**src/rtl/bcfg_pkg.sv**
```systemverilog
// Constants shared by the bridge configuration, interrupt and power block.
package bcfg_pkg;
	// Clock rate and printed times.
	localparam int unsigned CLK_KHZ    = 200000;
	localparam int unsigned LVL_W1_MS  = 1;
	localparam int unsigned LVL_W5_MS  = 5;
	localparam int unsigned LVL_W30_MS = 30;
	localparam int unsigned IDLE_MS    = 5000;
	localparam int unsigned SLOW_KHZ   = 30;
	localparam int unsigned LVL_W1_CYC  = LVL_W1_MS * CLK_KHZ;
	localparam int unsigned LVL_W5_CYC  = LVL_W5_MS * CLK_KHZ;
	localparam int unsigned LVL_W30_CYC = LVL_W30_MS * CLK_KHZ;
	localparam int unsigned IDLE_CYC    = IDLE_MS * CLK_KHZ;

	// Register byte offsets.
	localparam logic [7:0] OFF_CTRL = 8'h00;
	localparam logic [7:0] OFF_PSUS = 8'h04;
	localparam logic [7:0] OFF_TGT  = 8'h08;
	localparam logic [7:0] OFF_DESC = 8'h0c;
	localparam logic [7:0] OFF_STS  = 8'h10;
	localparam logic [7:0] OFF_IEN  = 8'h14;
	localparam logic [7:0] OFF_ICLR = 8'h18;
	localparam logic [7:0] OFF_STAT = 8'h1c;

	// Control register fields.
	localparam int CT_TRIG = 0;
	localparam int CT_WID  = 2;
	localparam int CT_PSAV = 4;
	localparam int CT_CHEN = 5;
	localparam int CT_CPOL = 6;
	localparam int CT_WKEN = 7;
	localparam logic [7:0] CTRL_RST = 8'hba;

	// Target register fields.
	localparam int TG_ADDR  = 0;
	localparam int TG_TRIG  = 8;
	localparam int TG_IDLE  = 10;
	localparam int TG_PROT  = 11;
	localparam int TG_PWR   = 12;
	localparam int TG_SUBC  = 13;
	localparam int TG_PCODE = 14;
	localparam logic [15:0] TGT_RST  = 16'h0000;
	localparam logic [15:0] DESC_RST = 16'h0000;

	// Interrupt status bits.
	localparam int IB_WAKE = 0;
	localparam int IB_TGT  = 1;
	localparam int IB_SLOW = 2;
	localparam int IRQ_W   = 3;

	// Trigger and suspend mode codes.
	localparam logic [1:0] TRIG_RISE = 2'h0;
	localparam logic [1:0] TRIG_FALL = 2'h1;
	localparam logic [1:0] TRIG_HIGH = 2'h2;
	localparam logic [1:0] TRIG_LOW  = 2'h3;
	localparam logic [1:0] SUS_KEEP  = 2'h0;
	localparam logic [1:0] SUS_FLOAT = 2'h1;
	localparam logic [1:0] SUS_LOW   = 2'h2;
	localparam logic [1:0] SUS_HIGH  = 2'h3;
endpackage

```
**src/rtl/trig_if.sv**
```systemverilog
// Interface between the configuration block and a trigger detector.
`timescale 1ns/1ps
`default_nettype none
interface trig_if;
	logic        level;
	logic [1:0]  mode;
	logic [31:0] width_cyc;
	logic        hit;
	modport det (input level, input mode, input width_cyc, output hit);
	modport ctl (output level, output mode, output width_cyc, input hit);
endinterface
`default_nettype wire

```
**src/rtl/trig_det.sv**
```systemverilog
// Edge or level trigger detector with a level width qualifier.
`timescale 1ns/1ps
`default_nettype none
module trig_det (
	// Clock and reset.
	input  wire logic pclk,
	input  wire logic presetn,
	// Detector side of the link.
	trig_if.det       t
);
	logic        prev_q;
	logic        prev_d;
	logic [31:0] cnt_q;
	logic [31:0] cnt_d;
	logic        hit_q;
	logic        hit_d;
	logic        act;

	// Edge cases look at the previous sample; level cases count cycles at the active level.
	always_comb begin
		prev_d = t.level;
		act    = (t.mode == bcfg_pkg::TRIG_HIGH) ? t.level : ~t.level;
		cnt_d  = cnt_q;
		hit_d  = 1'b0;
		unique case (t.mode)
			bcfg_pkg::TRIG_RISE: begin
				hit_d = t.level & ~prev_q;
			end
			bcfg_pkg::TRIG_FALL: begin
				hit_d = ~t.level & prev_q;
			end
			bcfg_pkg::TRIG_HIGH, bcfg_pkg::TRIG_LOW: begin
				if (!act) begin
					cnt_d = 32'h0000_0000;
				end else if (cnt_q <= t.width_cyc) begin
					cnt_d = cnt_q + 32'h0000_0001;
					hit_d = (cnt_q == t.width_cyc);
				end
			end
		endcase
	end

	// Registers only; the counter saturates so one active period fires once.
	always_ff @(posedge pclk or negedge presetn) begin
		if (!presetn) begin
			prev_q <= 1'b0;
			cnt_q  <= 32'h0000_0000;
			hit_q  <= 1'b0;
		end else begin
			prev_q <= prev_d;
			cnt_q  <= cnt_d;
			hit_q  <= hit_d;
		end
	end

	assign t.hit = hit_q;
endmodule // trig_det
`default_nettype wire

```
**src/rtl/bcfg_ctrl.sv**
```systemverilog
// Bridge configuration, wake and target interrupt detection, power saving and suspend pin control.
`timescale 1ns/1ps
`default_nettype none
module bcfg_ctrl #(
	parameter int unsigned NPINS    = 6,
	parameter int unsigned W1_CYC   = bcfg_pkg::LVL_W1_CYC,
	parameter int unsigned W5_CYC   = bcfg_pkg::LVL_W5_CYC,
	parameter int unsigned W30_CYC  = bcfg_pkg::LVL_W30_CYC,
	parameter int unsigned IDLE_CYC = bcfg_pkg::IDLE_CYC
) (
	// Clock and reset.
	input  wire logic                 pclk,
	input  wire logic                 presetn,
	// APB slave.
	input  wire logic                 psel,
	input  wire logic                 penable,
	input  wire logic                 pwrite,
	input  wire logic [7:0]           paddr,
	input  wire logic [31:0]          pwdata,
	output logic [31:0]               prdata,
	output logic                      pready,
	output logic                      pslverr,
	// Asynchronous pins.
	input  wire logic                 irq_wake_pin,
	input  wire logic                 tgt_int_pin,
	// Same-clock status from the rest of the bridge.
	input  wire logic                 activity,
	input  wire logic                 suspend,
	input  wire logic                 charger_detected,
	// Normal pin functions and the pins as driven.
	input  wire logic [NPINS-1:0]     func_out,
	input  wire logic [NPINS-1:0]     func_oe,
	output logic [NPINS-1:0]          pin_out,
	output logic [NPINS-1:0]          pin_oe,
	// Indicators and controls.
	output logic                      charger_detect_indicator,
	output logic                      clk_slow_sel,
	output logic                      irq,
	// Target configuration.
	output logic                      tgt_present,
	output logic [6:0]                tgt_addr,
	output logic [15:0]               tgt_desc_addr,
	output logic [2:0]                tgt_opt_sup,
	output logic                      tgt_boot_subclass,
	output logic [1:0]                tgt_protocol
);
	typedef enum logic {PS_RUN, PS_SLOW} ps_state_t;

	logic                   pready_q, pready_d;
	logic                   pslverr_q, pslverr_d;
	logic [31:0]            prdata_q, prdata_d;
	logic [7:0]             ctrl_q, ctrl_d;
	logic [2*NPINS-1:0]     psus_q, psus_d;
	logic [15:0]            tgt_q, tgt_d;
	logic [15:0]            desc_q, desc_d;
	logic [bcfg_pkg::IRQ_W-1:0] sts_q, sts_d;
	logic [bcfg_pkg::IRQ_W-1:0] ien_q, ien_d;
	logic                   irq_q, irq_d;
	logic                   tpres_q, tpres_d;
	logic                   chg_q, chg_d;
	logic [1:0]             s1_q, s2_q, s3_q, f_q;
	logic [1:0]             s1_d, s2_d, s3_d, f_d;
	logic [1:0]             agree;
	ps_state_t              ps_q, ps_d;
	logic [31:0]            idle_q, idle_d;
	logic [NPINS-1:0]       pout_q, pout_d;
	logic [NPINS-1:0]       poe_q, poe_d;
	logic                   setup, wr;
	logic [bcfg_pkg::IRQ_W-1:0] ev;

	trig_if wake_t ();
	trig_if tgt_t ();

	// Known offsets; anything else answers with an error.
	function automatic logic mapped(input logic [7:0] a);
		return a == bcfg_pkg::OFF_CTRL || a == bcfg_pkg::OFF_PSUS || a == bcfg_pkg::OFF_TGT ||
			a == bcfg_pkg::OFF_DESC || a == bcfg_pkg::OFF_STS || a == bcfg_pkg::OFF_IEN ||
			a == bcfg_pkg::OFF_ICLR || a == bcfg_pkg::OFF_STAT;
	endfunction

	// Level width select; the spare code falls back to the longest width.
	function automatic logic [31:0] width_of(input logic [1:0] sel);
		unique case (sel)
			2'h0: return W1_CYC[31:0];
			2'h1: return W5_CYC[31:0];
			default: return W30_CYC[31:0];
		endcase
	endfunction

	// Pin drive in suspend, returned as {oe, out}.
	function automatic logic [1:0] sus_drive(input logic [1:0] m, input logic s, input logic fo, input logic fe);
		if (!s) begin
			return {fe, fo};
		end
		unique case (m)
			bcfg_pkg::SUS_KEEP:  return {fe, fo};
			bcfg_pkg::SUS_FLOAT: return 2'h0;
			bcfg_pkg::SUS_LOW:   return 2'h2;
			bcfg_pkg::SUS_HIGH:  return 2'h3;
		endcase
	endfunction

	// Read mux, also used at setup time so the access phase has data ready.
	function automatic logic [31:0] rd_val(input logic [7:0] a);
		logic [31:0] v;
		v = 32'h0000_0000;
		unique case (a)
			bcfg_pkg::OFF_CTRL: v[7:0] = ctrl_q;
			bcfg_pkg::OFF_PSUS: v[2*NPINS-1:0] = psus_q;
			bcfg_pkg::OFF_TGT:  v[15:0] = tgt_q;
			bcfg_pkg::OFF_DESC: v[15:0] = desc_q;
			bcfg_pkg::OFF_STS:  v[bcfg_pkg::IRQ_W-1:0] = sts_q;
			bcfg_pkg::OFF_IEN:  v[bcfg_pkg::IRQ_W-1:0] = ien_q;
			bcfg_pkg::OFF_STAT: v[3:0] = {f_q[1], tpres_q, ps_q == PS_SLOW, f_q[0]};
			default:            v = 32'h0000_0000;
		endcase
		return v;
	endfunction

	// APB: answer in the first access cycle, every transfer takes two cycles.
	always_comb begin
		setup     = psel & ~penable;
		wr        = psel & penable & pready_q & pwrite & ~pslverr_q;
		pready_d  = setup;
		pslverr_d = setup & ~mapped(paddr);
		prdata_d  = (setup & ~pwrite) ? rd_val(paddr) : 32'h0000_0000;
	end

	always_ff @(posedge pclk or negedge presetn) begin
		if (!presetn) begin
			pready_q  <= 1'b0;
			pslverr_q <= 1'b0;
			prdata_q  <= 32'h0000_0000;
		end else begin
			pready_q  <= pready_d;
			pslverr_q <= pslverr_d;
			prdata_q  <= prdata_d;
		end
	end

	// Configuration registers written by software.
	always_comb begin
		ctrl_d  = ctrl_q;
		psus_d  = psus_q;
		tgt_d   = tgt_q;
		desc_d  = desc_q;
		ien_d   = ien_q;
		tpres_d = tgt_q[bcfg_pkg::TG_ADDR +: 7] != 7'h00;
		if (wr) begin
			unique case (paddr)
				bcfg_pkg::OFF_CTRL: ctrl_d = pwdata[7:0];
				bcfg_pkg::OFF_PSUS: psus_d = pwdata[2*NPINS-1:0];
				bcfg_pkg::OFF_TGT:  tgt_d = pwdata[15:0];
				bcfg_pkg::OFF_DESC: desc_d = pwdata[15:0];
				bcfg_pkg::OFF_IEN:  ien_d = pwdata[bcfg_pkg::IRQ_W-1:0];
				default: ;
			endcase
		end
	end

	always_ff @(posedge pclk or negedge presetn) begin
		if (!presetn) begin
			ctrl_q  <= bcfg_pkg::CTRL_RST;
			psus_q  <= '0;
			tgt_q   <= bcfg_pkg::TGT_RST;
			desc_q  <= bcfg_pkg::DESC_RST;
			ien_q   <= '0;
			tpres_q <= 1'b0;
		end else begin
			ctrl_q  <= ctrl_d;
			psus_q  <= psus_d;
			tgt_q   <= tgt_d;
			desc_q  <= desc_d;
			ien_q   <= ien_d;
			tpres_q <= tpres_d;
		end
	end

	// Three-stage sync; the filtered level moves only when stages two and three agree.
	always_comb begin
		s1_d  = {tgt_int_pin, irq_wake_pin};
		s2_d  = s1_q;
		s3_d  = s2_q;
		agree = s2_q ~^ s3_q;
		f_d   = (agree & s3_q) | (~agree & f_q);
	end

	always_ff @(posedge pclk or negedge presetn) begin
		if (!presetn) begin
			s1_q <= 2'h0;
			s2_q <= 2'h0;
			s3_q <= 2'h0;
			f_q  <= 2'h0;
		end else begin
			s1_q <= s1_d;
			s2_q <= s2_d;
			s3_q <= s3_d;
			f_q  <= f_d;
		end
	end

	// Detector hookup; the target line has no width qualifier, so it fires on the first active cycle.
	assign wake_t.level     = f_q[0];
	assign wake_t.mode      = ctrl_q[bcfg_pkg::CT_TRIG +: 2];
	assign wake_t.width_cyc = width_of(ctrl_q[bcfg_pkg::CT_WID +: 2]);
	assign tgt_t.level      = f_q[1];
	assign tgt_t.mode       = tgt_q[bcfg_pkg::TG_TRIG +: 2];
	assign tgt_t.width_cyc  = 32'h0000_0000;

	trig_det u_wake (
		.pclk    (pclk),
		.presetn (presetn),
		.t       (wake_t)
	);

	trig_det u_tgt (
		.pclk    (pclk),
		.presetn (presetn),
		.t       (tgt_t)
	);

	// Idle timer and clock slow-down; any activity or disabling returns to full speed.
	always_comb begin
		ps_d   = ps_q;
		idle_d = idle_q;
		if (activity || !ctrl_q[bcfg_pkg::CT_PSAV]) begin
			idle_d = 32'h0000_0000;
			ps_d   = PS_RUN;
		end else if (ps_q == PS_RUN) begin
			if (idle_q >= IDLE_CYC[31:0] - 32'h0000_0001) begin
				ps_d = PS_SLOW;
			end else begin
				idle_d = idle_q + 32'h0000_0001;
			end
		end
	end

	always_ff @(posedge pclk or negedge presetn) begin
		if (!presetn) begin
			ps_q   <= PS_RUN;
			idle_q <= 32'h0000_0000;
		end else begin
			ps_q   <= ps_d;
			idle_q <= idle_d;
		end
	end

	// Sticky status: a new event wins over a clear in the same cycle.
	always_comb begin
		ev          = '0;
		ev[bcfg_pkg::IB_WAKE] = wake_t.hit & ctrl_q[bcfg_pkg::CT_WKEN];
		ev[bcfg_pkg::IB_TGT]  = tgt_t.hit & tpres_q;
		ev[bcfg_pkg::IB_SLOW] = (ps_q == PS_RUN) && (ps_d == PS_SLOW);
		sts_d = sts_q;
		if (wr && paddr == bcfg_pkg::OFF_ICLR) begin
			sts_d = sts_q & ~pwdata[bcfg_pkg::IRQ_W-1:0];
		end
		sts_d = sts_d | ev;
		irq_d = |(sts_q & ien_q);
	end

	always_ff @(posedge pclk or negedge presetn) begin
		if (!presetn) begin
			sts_q <= '0;
			irq_q <= 1'b0;
		end else begin
			sts_q <= sts_d;
			irq_q <= irq_d;
		end
	end

	// Per-pin suspend behaviour and the charger indicator.
	generate
		for (genvar i = 0; i < NPINS; i++) begin : g_pin
			assign {poe_d[i], pout_d[i]} = sus_drive(psus_q[2*i +: 2], suspend, func_out[i], func_oe[i]);
		end
	endgenerate

	// A disabled indicator rests at its inactive level so a board pull sees no false detect.
	always_comb begin
		chg_d = ctrl_q[bcfg_pkg::CT_CHEN] ? (charger_detected ^ ctrl_q[bcfg_pkg::CT_CPOL])
			: ctrl_q[bcfg_pkg::CT_CPOL];
	end

	always_ff @(posedge pclk or negedge presetn) begin
		if (!presetn) begin
			pout_q <= '0;
			poe_q  <= '0;
			chg_q  <= 1'b0;
		end else begin
			pout_q <= pout_d;
			poe_q  <= poe_d;
			chg_q  <= chg_d;
		end
	end

	// Outputs, all taken from flip-flops.
	assign prdata                   = prdata_q;
	assign pready                   = pready_q;
	assign pslverr                  = pslverr_q;
	assign pin_out                  = pout_q;
	assign pin_oe                   = poe_q;
	assign charger_detect_indicator = chg_q;
	assign clk_slow_sel             = ps_q == PS_SLOW;
	assign irq                      = irq_q;
	assign tgt_present              = tpres_q;
	assign tgt_addr                 = tgt_q[bcfg_pkg::TG_ADDR +: 7];
	assign tgt_desc_addr            = desc_q;
	assign tgt_opt_sup              = tgt_q[bcfg_pkg::TG_PWR:bcfg_pkg::TG_IDLE];
	assign tgt_boot_subclass        = tgt_q[bcfg_pkg::TG_SUBC];
	assign tgt_protocol             = tgt_q[bcfg_pkg::TG_PCODE +: 2];
endmodule // bcfg_ctrl
`default_nettype wire

```
**config.mk**
```make
export PLATFORM = sky130hd
export DESIGN_NAME = bcfg_ctrl
export DESIGN_NICKNAME = d
export VERILOG_FILES = /design/src/rtl/bcfg_pkg.sv /design/src/rtl/trig_if.sv /design/src/rtl/trig_det.sv /design/src/rtl/bcfg_ctrl.sv
export SDC_FILE = /design/constraint.sdc
export NUM_CORES = 1
export LEC_CHECK = 0
export CAP_MARGIN = 20
export CORE_ASPECT_RATIO = 1.25
export CORE_UTILIZATION = 55
export DETAILED_ROUTE_END_ITERATION = 16
export DONT_BUFFER_PORTS = 1
export GPL_TIMING_DRIVEN = 0
export PLACE_DENSITY = 0.74
export SYNTH_ARGS = -nofsm -noshare
export SYNTH_HDL_FRONTEND = slang
export SYNTH_SLANG_ARGS = --single-unit
```
**constraint.sdc**
```tcl
create_clock -name pclk -period 4.2 [get_ports pclk]
set_clock_uncertainty 0.15 [all_clocks]
set_input_delay 1.26 -clock pclk [delete_from_list [all_inputs] [get_ports pclk]]
set_output_delay 1.26 -clock pclk [all_outputs]
set_load 0.1 [all_outputs]
```
Word level (Yosys, flattened, before mapping) --
Index checks and enable logic that the tools add are counted.
Storage, ports and cells: register bits 200, latch bits 0, RAM bits 0, memory bits (read-only) 0, bits of input ports 62, output and inout bits 79, logic and storage cells 174, memories 0
Cells by class: add/subtract/negate cells 3, multiply operators 0, div/mod/pow operators 0, order comparisons 3, eq/ne operators 37, shift-type cells 0, mux-type cells 39, bitwise operators 32, reductions and logical operators 34
Operators with widths (number):
- $mux W32 | 7
- $add A32 B1 Y32 const B | 3
- $pmux W2 S4 | 6
- $pmux W23 S2 | 1
- $eq A2 B2 Y1 const B | 16
- $eq A32 B23 Y1 | 1
- $eq A8 B5 Y1 const B | 4
- $ge A32 B30 Y1 const B | 1
- $le A32 B1 Y1 const B | 1
- $le A32 B23 Y1 | 1
- $logic_not A32 Y1 | 1
- $pmux W3 S7 | 1
- $eq A2 B1 Y1 const B | 9
- $logic_not A2 Y1 | 9
- $eq A8 B4 Y1 const B | 2
- $mux W16 | 1
- $pmux W4 S4 | 1
- $reduce_and A2 Y1 | 8
- $and A1 B1 Y1 | 13
- $mux W2 | 6
- $pmux W4 S3 | 1
- $mux W1 | 10
- $not A1 Y1 | 9
- $eq A8 B3 Y1 const B | 1
- 21 further kinds | 35

Longest topological paths before layout --
Gate-level depths: netlist (run 1).
depth in word-level cells 10, mapped depth 10, depth with buffers taken out 8

Cells and area by module --
Synthesis (run 1) repeated with hierarchy kept, for this count alone.
Unflattened totals: cell total of the unflattened synthesis 1254, area, all modules 12171.7 sq um
Modules (own cells, without submodules):
- bcfg_ctrl | times used 1, cells an instance 540, area each 6208.5 sq um, seq. area each 3309.4 sq um
- trig_det | times used 2, cells an instance 357, area each 2981.6 sq um, seq. area each 850.8 sq um

Least setup slack after synthesis (run 1) --
Ideal clock, no wire load.
kind input-to-reg, start input paddr[5], end register ctrl_q[0], data arrival time 2.990 ns, data required time 3.925 ns, path slack 0.936 ns, stages on the path 6, path through nor3_1 nand2b_1 nor3_1 and2_1 buf_2 mux2_2
Between the ends: cells in the longest elaborated chain, start to end 2
RTL lines:
- start, declared | line bcfg_ctrl.sv:18 | input wire logic [7:0] paddr,
- $logic_not A8 Y1 | line bcfg_ctrl.sv:150 | unique case (paddr)
- $reduce_and A2 Y1 (no source line)
- end signal, assigned | line bcfg_ctrl.sv:163 | ctrl_q <= bcfg_pkg::CTRL_RST;
- end signal, assigned | line bcfg_ctrl.sv:170 | ctrl_q <= ctrl_d;
- end, declared | line bcfg_ctrl.sv:52 | logic [7:0] ctrl_q, ctrl_d;
No other way between the ends. A chain may end at the register's enable or synchronous reset.

Worst setup path in the final report (run 1) --
start input paddr[5], end register desc_q[13], in the netlist tgt_desc_addr[13]
Between the ends: cells in the longest elaborated chain, start to end 2
RTL lines:
- $eq A8 B4 Y1 | line bcfg_ctrl.sv:150
- $reduce_and A2 Y1 (no source line)
- end signal, assigned | line bcfg_ctrl.sv:166 | desc_q <= bcfg_pkg::DESC_RST;
- end signal, assigned | line bcfg_ctrl.sv:173 | desc_q <= desc_d;
- end, declared | line bcfg_ctrl.sv:55 | logic [15:0] desc_q, desc_d;
No other way between the ends.

==> impl_metrics.json, run 1 <==
{
  "syn_to_final_growth_pct": 10.5,
  "hold_buffers": 0,
  "routedWlPerCell_um": 18.4,
  "postCtsSetupRepairBufs": 0,
  "hold_class": "flop to flop",
  "cpMaxStageDelayCell": "nor2_1",
  "setup_violations": 0,
  "run_status": "finished clean",
  "worstHoldStart": "s1_q[0]",
  "vias": 6969,
  "hpwl_um": 14700,
  "reg2reg_to": "idle_q[28]",
  "final_hold_viol_count": 0,
  "die_h_um": 148,
  "rsz0062_at_grt": "no",
  "gp_congestion": 0.863,
  "yosysSeqAreaShare": 0.532,
  "async_reset_ff_frac": 1.00,
  "dieArea_um2": 17700,
  "synthDistinctLibCells": 64,
  "final_util": 0.620,
  "antenna_found_initial": 0,
  "drive_gt1_frac": 0.148,
  "crit_type": "primary input to flop",
  "cts_buffers": 17,
  "drcViolationCount": 0,
  "via_per_inst": 6.08,
  "yosys_most_used_dff": "dfrtp_1",
  "grt_max_degree": 201,
  "cp_cell_sequence": "nor3_1 -> nand3b_1 -> nor2_1 -> nand2_1 -> clkbuf_1 -> mux2_2",
  "cts_sinks": 200,
  "nets": 989,
  "synth_common_cells": "195 x dfrtp_1, 79 x nand2_1, 54 x mux2_2",
  "postSynthAreaPerCell_um2": 10.7,
  "synth.most_common_cell": "dfrtp_1",
  "slew_headroom": 0.256,
  "grt-ovfl-total": 0,
  "grt.total_usage": 0.251,
  "tns_ns": 0,
  "synth_seq_cells": 200,
  "ant_nets": 0,
  "clock.fmax_mhz": 284,
  "netlist.area_leader.share": 0.518,
  "yosys_warnings": 0,
  "insertion_delay_ns": 0.44,
  "setup_ws_ns": 0.682,
  "start_util": 0.561,
  "h-tree-depth": 4,
  "fill_cells": 1387,
  "synth_edf_count": 0,
  "core_um2": 16800,
  "period_share": 0.838,
  "slowest_delay_ns": 0.53,
  "cts_buffer_depth": 2,
  "drv_cap": 0,
  "tightest_slew_ns": 1.11,
  "reg2reg_from": "clk_slow_sel",
  "cts_tree": "yes",
  "power.density_nw_per_um2": 372,
  "die_x_um": 119,
  "synthTopCellsByArea": "dfrtp_1 52%, mux2_2 6.5%, nand2_1 3.1%",
  "numPortBuffers": 0,
  "cts-root-buf": "clkbuf_16",
  "ios": 141,
  "p_leak_nw": 4.72,
  "postCtsResizedCells": 0,
  "cp_max_fo": 10,
  "fin_crit_ns": 3.52,
  "cp.arrival_ns": 3.70,
  "wirelength_um": 21100,
  "endpoint": "tgt_desc_addr[13]",
  "worstSetupStartpointType": "primary input",
  "grt_pass1_vias": 6912,
  "ir_drop_mv": 0.259,
  "place_ws_ns": 0.289,
  "slew_viol_final": 0,
  "diodes": 0,
  "drtIter0Drc": 574,
  "reg2reg_depth": 7,
  "netlist_area_um2": 9420,
  "setup.worst_path.end_class": "flop",
  "worstSetupStartpoint": "paddr[5]",
  "grt_pass1_wl_um": 34900,
  "row_count": 53,
  "crit_required_ns": 4.38,
  "dr.pass1.iters": 6,
  "synth_cells": 879,
  "synth_top_area_cell": "dfrtp_1",
  "reg2reg_slack_ns": 0.81,
  "clk_pin_slew_worst_paths_ns": 0.09
}
==> report_power, final <==
part | switching, W | internal [W]
Clock | 0.000886 | 0.000843
Combinational | 0.0000920 | 0.0000297
Sequential | 0.0000747 | 0.00194
==> cell type report <==
type	instances	area, um^2	area share
flip-flops and latches	200	5010	0.481
plain buffers	59	334	0.0321
inverters	22	82.6	0.00793
clock inverters	15	230	0.0221
multi-input cells	613	4050	0.389
well taps	220	275	0.0264
clock buffers	17	425	0.0409
==> through the flow <==
step	hold WS (ns)	cells	power, W	instance area [um^2]
3_3_place_gp	0.185	1114	0.00218	9750
6_report	0.218	1146	0.00387	10400
2_1_floorplan	0.181	894	0.00216	9480
3_5_place_dp	0.200	1114	0.00218	9750
4_1_cts	0.218	1146	0.00390	10400
5_1_grt	0.229	1146	0.00399	10400
==> worst max-delay path: cells and delay by family <==
kind | cells | cell delay [ns]
simple gates | 4 | 1.62
buf+inv | 1 | 0.43
mux | 1 | 0.38
==> routing by layer <==
| metal | GRT usage | up-vias | part of all wire |
|---|---|---|---|
| met3 | 0.0452 | 37 | 0.050 |
| met1 | 0.308 | 3456 | 0.41 |
| met2 | 0.434 | 226 | 0.51 |
| met5 | 0 | - | 0 |
| met4 | 0.106 | 0 | 0.025 |
| li1 | - | 3250 | - |
==> cells in the final DEF, fill, tap and decap left out, types with 12 or more instances in the layout <==
cell	instances
or4_1	19
nor4_1	15
and2_1	31
o21ai_0	32
nand2b_1	13
nand4_1	20
or3_1	17
a21oi_1	51
buf_4	28
clkbuf_16	17
nor2_1	50
dfrtp_1	195
o31ai_1	16
conb_1	16
mux2_2	54
nand2_1	79
nor3_1	12
nand3_1	28
a22oi_1	23
ha_1	14
clkbuf_1	23
inv_1	22
mux2i_1	12
and3_1	12
==> worst min path at each step <==
stage	endpoint	slack [ns]	cells past startpoint
2_1_floorplan	s2_q[0]	0.18	0
3_3_place_gp	s2_q[1]	0.18	0
3_5_place_dp	s2_q[0]	0.20	0
4_1_cts	s2_q[0]	0.22	0
5_1_grt	s2_q[0]	0.23	0
6_report	s2_q[0]	0.22	0
==> registers in the layout, indices dropped and copies added (netlist names), 2 cells and up, named ones only <==
register / count
u_tgt.cnt_q: 32
pin_oe: 6
pin_out: 6
prdata: 16
psus_q: 12
tgt_desc_addr: 16
s1_q: 2
ien_q: 3
s2_q: 2
u_wake.cnt_q: 32
tgt_q: 16
s3_q: 2
idle_q: 32
sts_q: 3
ctrl_q: 8
==> kinds of logic after synthesis <==
logic type / synth area share
AO/OA/AOI/OAI: 0.127
XOR/XNOR: 0.00930
adder cells (fa/ha/maj): 0.0207
buffers and inverters: 0.0442
flip-flops: 0.532
multiplexers: 0.0773
other: 0.000398
AND/OR/NAND/NOR: 0.189
Note: power is estimated with default switching activity, not from simulation.
==> inputs of run 2 (changes only) <==
--- a/config.mk
+++ b/config.mk
@@ -11,7 +11,7 @@
 export DETAILED_ROUTE_END_ITERATION = 16
 export DONT_BUFFER_PORTS = 1
 export GPL_TIMING_DRIVEN = 0
-export PLACE_DENSITY = 0.74
+export PLACE_DENSITY = 0.77
 export SYNTH_ARGS = -nofsm -noshare
 export SYNTH_HDL_FRONTEND = slang
 export SYNTH_SLANG_ARGS = --single-unit
==> constraint.sdc (replaced) <==
create_clock -name pclk -period 2.8 [get_ports pclk]
set_clock_uncertainty 0.15 [all_clocks]
set_input_delay 0.84 -clock pclk [delete_from_list [all_inputs] [get_ports pclk]]
set_output_delay 0.84 -clock pclk [all_outputs]
set_load 0.1 [all_outputs]
==> impl_metrics.json, run 2 (synthesis results as in run 1) <==
{
  "seq_area_um2": 5020,
  "nets": 1008,
  "violations": "negative hold slack, negative setup slack",
  "cts_buffers": 17,
  "crit_type": "flop to flop",
  "cp_max_fo": 10,
  "vias": 7167,
  "drv_cap": 0,
  "grt.total_usage": 0.262,
  "ir_drop_mv": 0.416,
  "final_hold_viol_count": 90,
  "grt_max_degree": 201,
  "row_count": 53,
  "cp_cell_sequence": "nand2b_4 -> ha_4 -> a211oi_2 -> o21bai_1 -> a311oi_4 -> a2111oi_4 -> buf_6 -> nor4b_2 -> mux2i_1",
  "clock.fmax_mhz": 325,
  "drive_gt1_frac": 0.225,
  "multiInputGateArea_um2": 4450,
  "crit_required_ns": 3.00,
  "setup_ws_ns": -0.275,
  "hold_slack_ns": -0.0625,
  "reg_top3": "idle_q x32, u_tgt.cnt_q x32, u_wake.cnt_q x32",
  "dr.pass1.iters": 6,
  "antenna_found_initial": 0,
  "dieArea_um2": 17700,
  "grt-ovfl-total": 0,
  "power.density_nw_per_um2": 516,
  "run_status": "complete, but fails checks",
  "h-tree-depth": 4,
  "ant_nets": 0,
  "wirelength_um": 22700,
  "gp_congestion": 0.822,
  "layout_common_cells": "192 x dfrtp_1, 79 x nand2_1, 54 x mux2_2",
  "crit_family": "compound AO/OA/AOI/OAI gates",
  "insertion_delay_ns": 0.44,
  "place_area_um2": 9760,
  "stdcell_count": 1165,
  "cts_tree": "yes",
  "drcViolationCount": 0,
  "slew_viol_final": 0,
  "place_ws_ns": -0.715,
  "tightest_slew_ns": 1.02,
  "cts-root-buf": "clkbuf_16",
  "post-place-cells": 1114,
  "numPortBuffers": 0,
  "die_x_um": 119,
  "cp.arrival_ns": 3.28,
  "via_per_inst": 6.15,
  "hpwl_um": 14700,
  "core_um2": 16800,
  "setup.worst_path.end_class": "flop",
  "worstSetupStartpointType": "flop",
  "cts_buffer_depth": 2,
  "drtIter0Drc": 596,
  "die_h_um": 148,
  "slew_headroom": 0.323,
  "design_area_um2": 11000,
  "syn_to_final_growth_pct": 16.4,
  "cts_sinks": 200,
  "p_leak_nw": 4.80,
  "cpMaxStageDelayCell": "dfstp_2",
  "setup_violations": 22,
  "routedWlPerCell_um": 19.5,
  "grt_pass1_vias": 7049,
  "diodes": 0,
  "cp.buffers_inverters": 1,
  "final_common_cell": "dfrtp_1",
  "grt_pass1_wl_um": 36300,
  "hold_class": "primary input to asynchronous set/reset pin",
  "slowest_delay_ns": 0.61,
  "fill_cells": 1234,
  "clk_pin_slew_worst_paths_ns": 0.08,
  "fin_crit_ns": 3.07,
  "start_util": 0.561,
  "period_share": 1.10,
  "rsz0062_at_grt": "yes",
  "ios": 141
}
run 2: path summary, 6_finish.rpt:
path,from,to,slack (ns),cells past startpoint
max reg2reg,ctrl_q[3],u_wake.cnt_q[6],-0.27,9
min reg2reg,s1_q[1],s2_q[1],0.20,0
min,presetn,pin_oe[5],-0.06,0
max,ctrl_q[3],u_wake.cnt_q[6],-0.27,9
max in group asynchronous,presetn,ctrl_q[5],2.21,0
min in group pclk,s1_q[1],s2_q[1],0.20,0
run 2: cell type report:
type	count	share of cell area
multi-input cells	613	0.406
inverters	22	0.00776
clock buffers	19	0.0413
well taps	220	0.0251
repair buffers	19	0.0156
flip-flops and latches	200	0.458
plain buffers	59	0.0340
clock inverters	13	0.0123
run 2: what timing repair did:
item,CTS,global route
hold endpoints to repair,195,195
setup buffers,8,8
resized for setup,58,35
endpoints found under the setup margin,66,52
pin swaps,26,11
gates cloned,2,1
run 2: worst register-to-register path, stage by stage (launching register included):
cell and delay [ns]:
dfstp_2 0.61, nand2b_4 0.23, ha_4 0.23, a211oi_2 0.25, o21bai_1 0.17, a311oi_4 0.36
a2111oi_4 0.17, buf_6 0.21, nor4b_2 0.37, mux2i_1 0.24
run 2: report_power, final:
part / switching (W) / internal, W / total [W]
Clock: 0.00114 / 0.00130 / 0.00244
Sequential: 0.000113 / 0.00292 / 0.00303
Combinational: 0.000140 / 0.0000459 / 0.000186
Total: 0.00139 / 0.00427 / 0.00566
run 2: layer usage:
layer,part of all wire,routed length (um),GRT usage,vias up
li1,-,-,-,3281
met1,0.40,8960,0.325,3527
met2,0.51,11500,0.438,295
met3,0.068,1540,0.0625,64
met4,0.030,689,0.109,0
met5,0,0,0,-
run 2: per-stage QoR:
stage                     power (W)  TNS, ns  utilization
after floorplan             0.00324        0            -
after global placement      0.00326   -40.20        0.582
after detailed placement    0.00327   -41.53        0.582
after CTS                   0.00568   -0.949        0.637
after global routing        0.00582    -5.36        0.653
final                       0.00566    -3.74        0.653
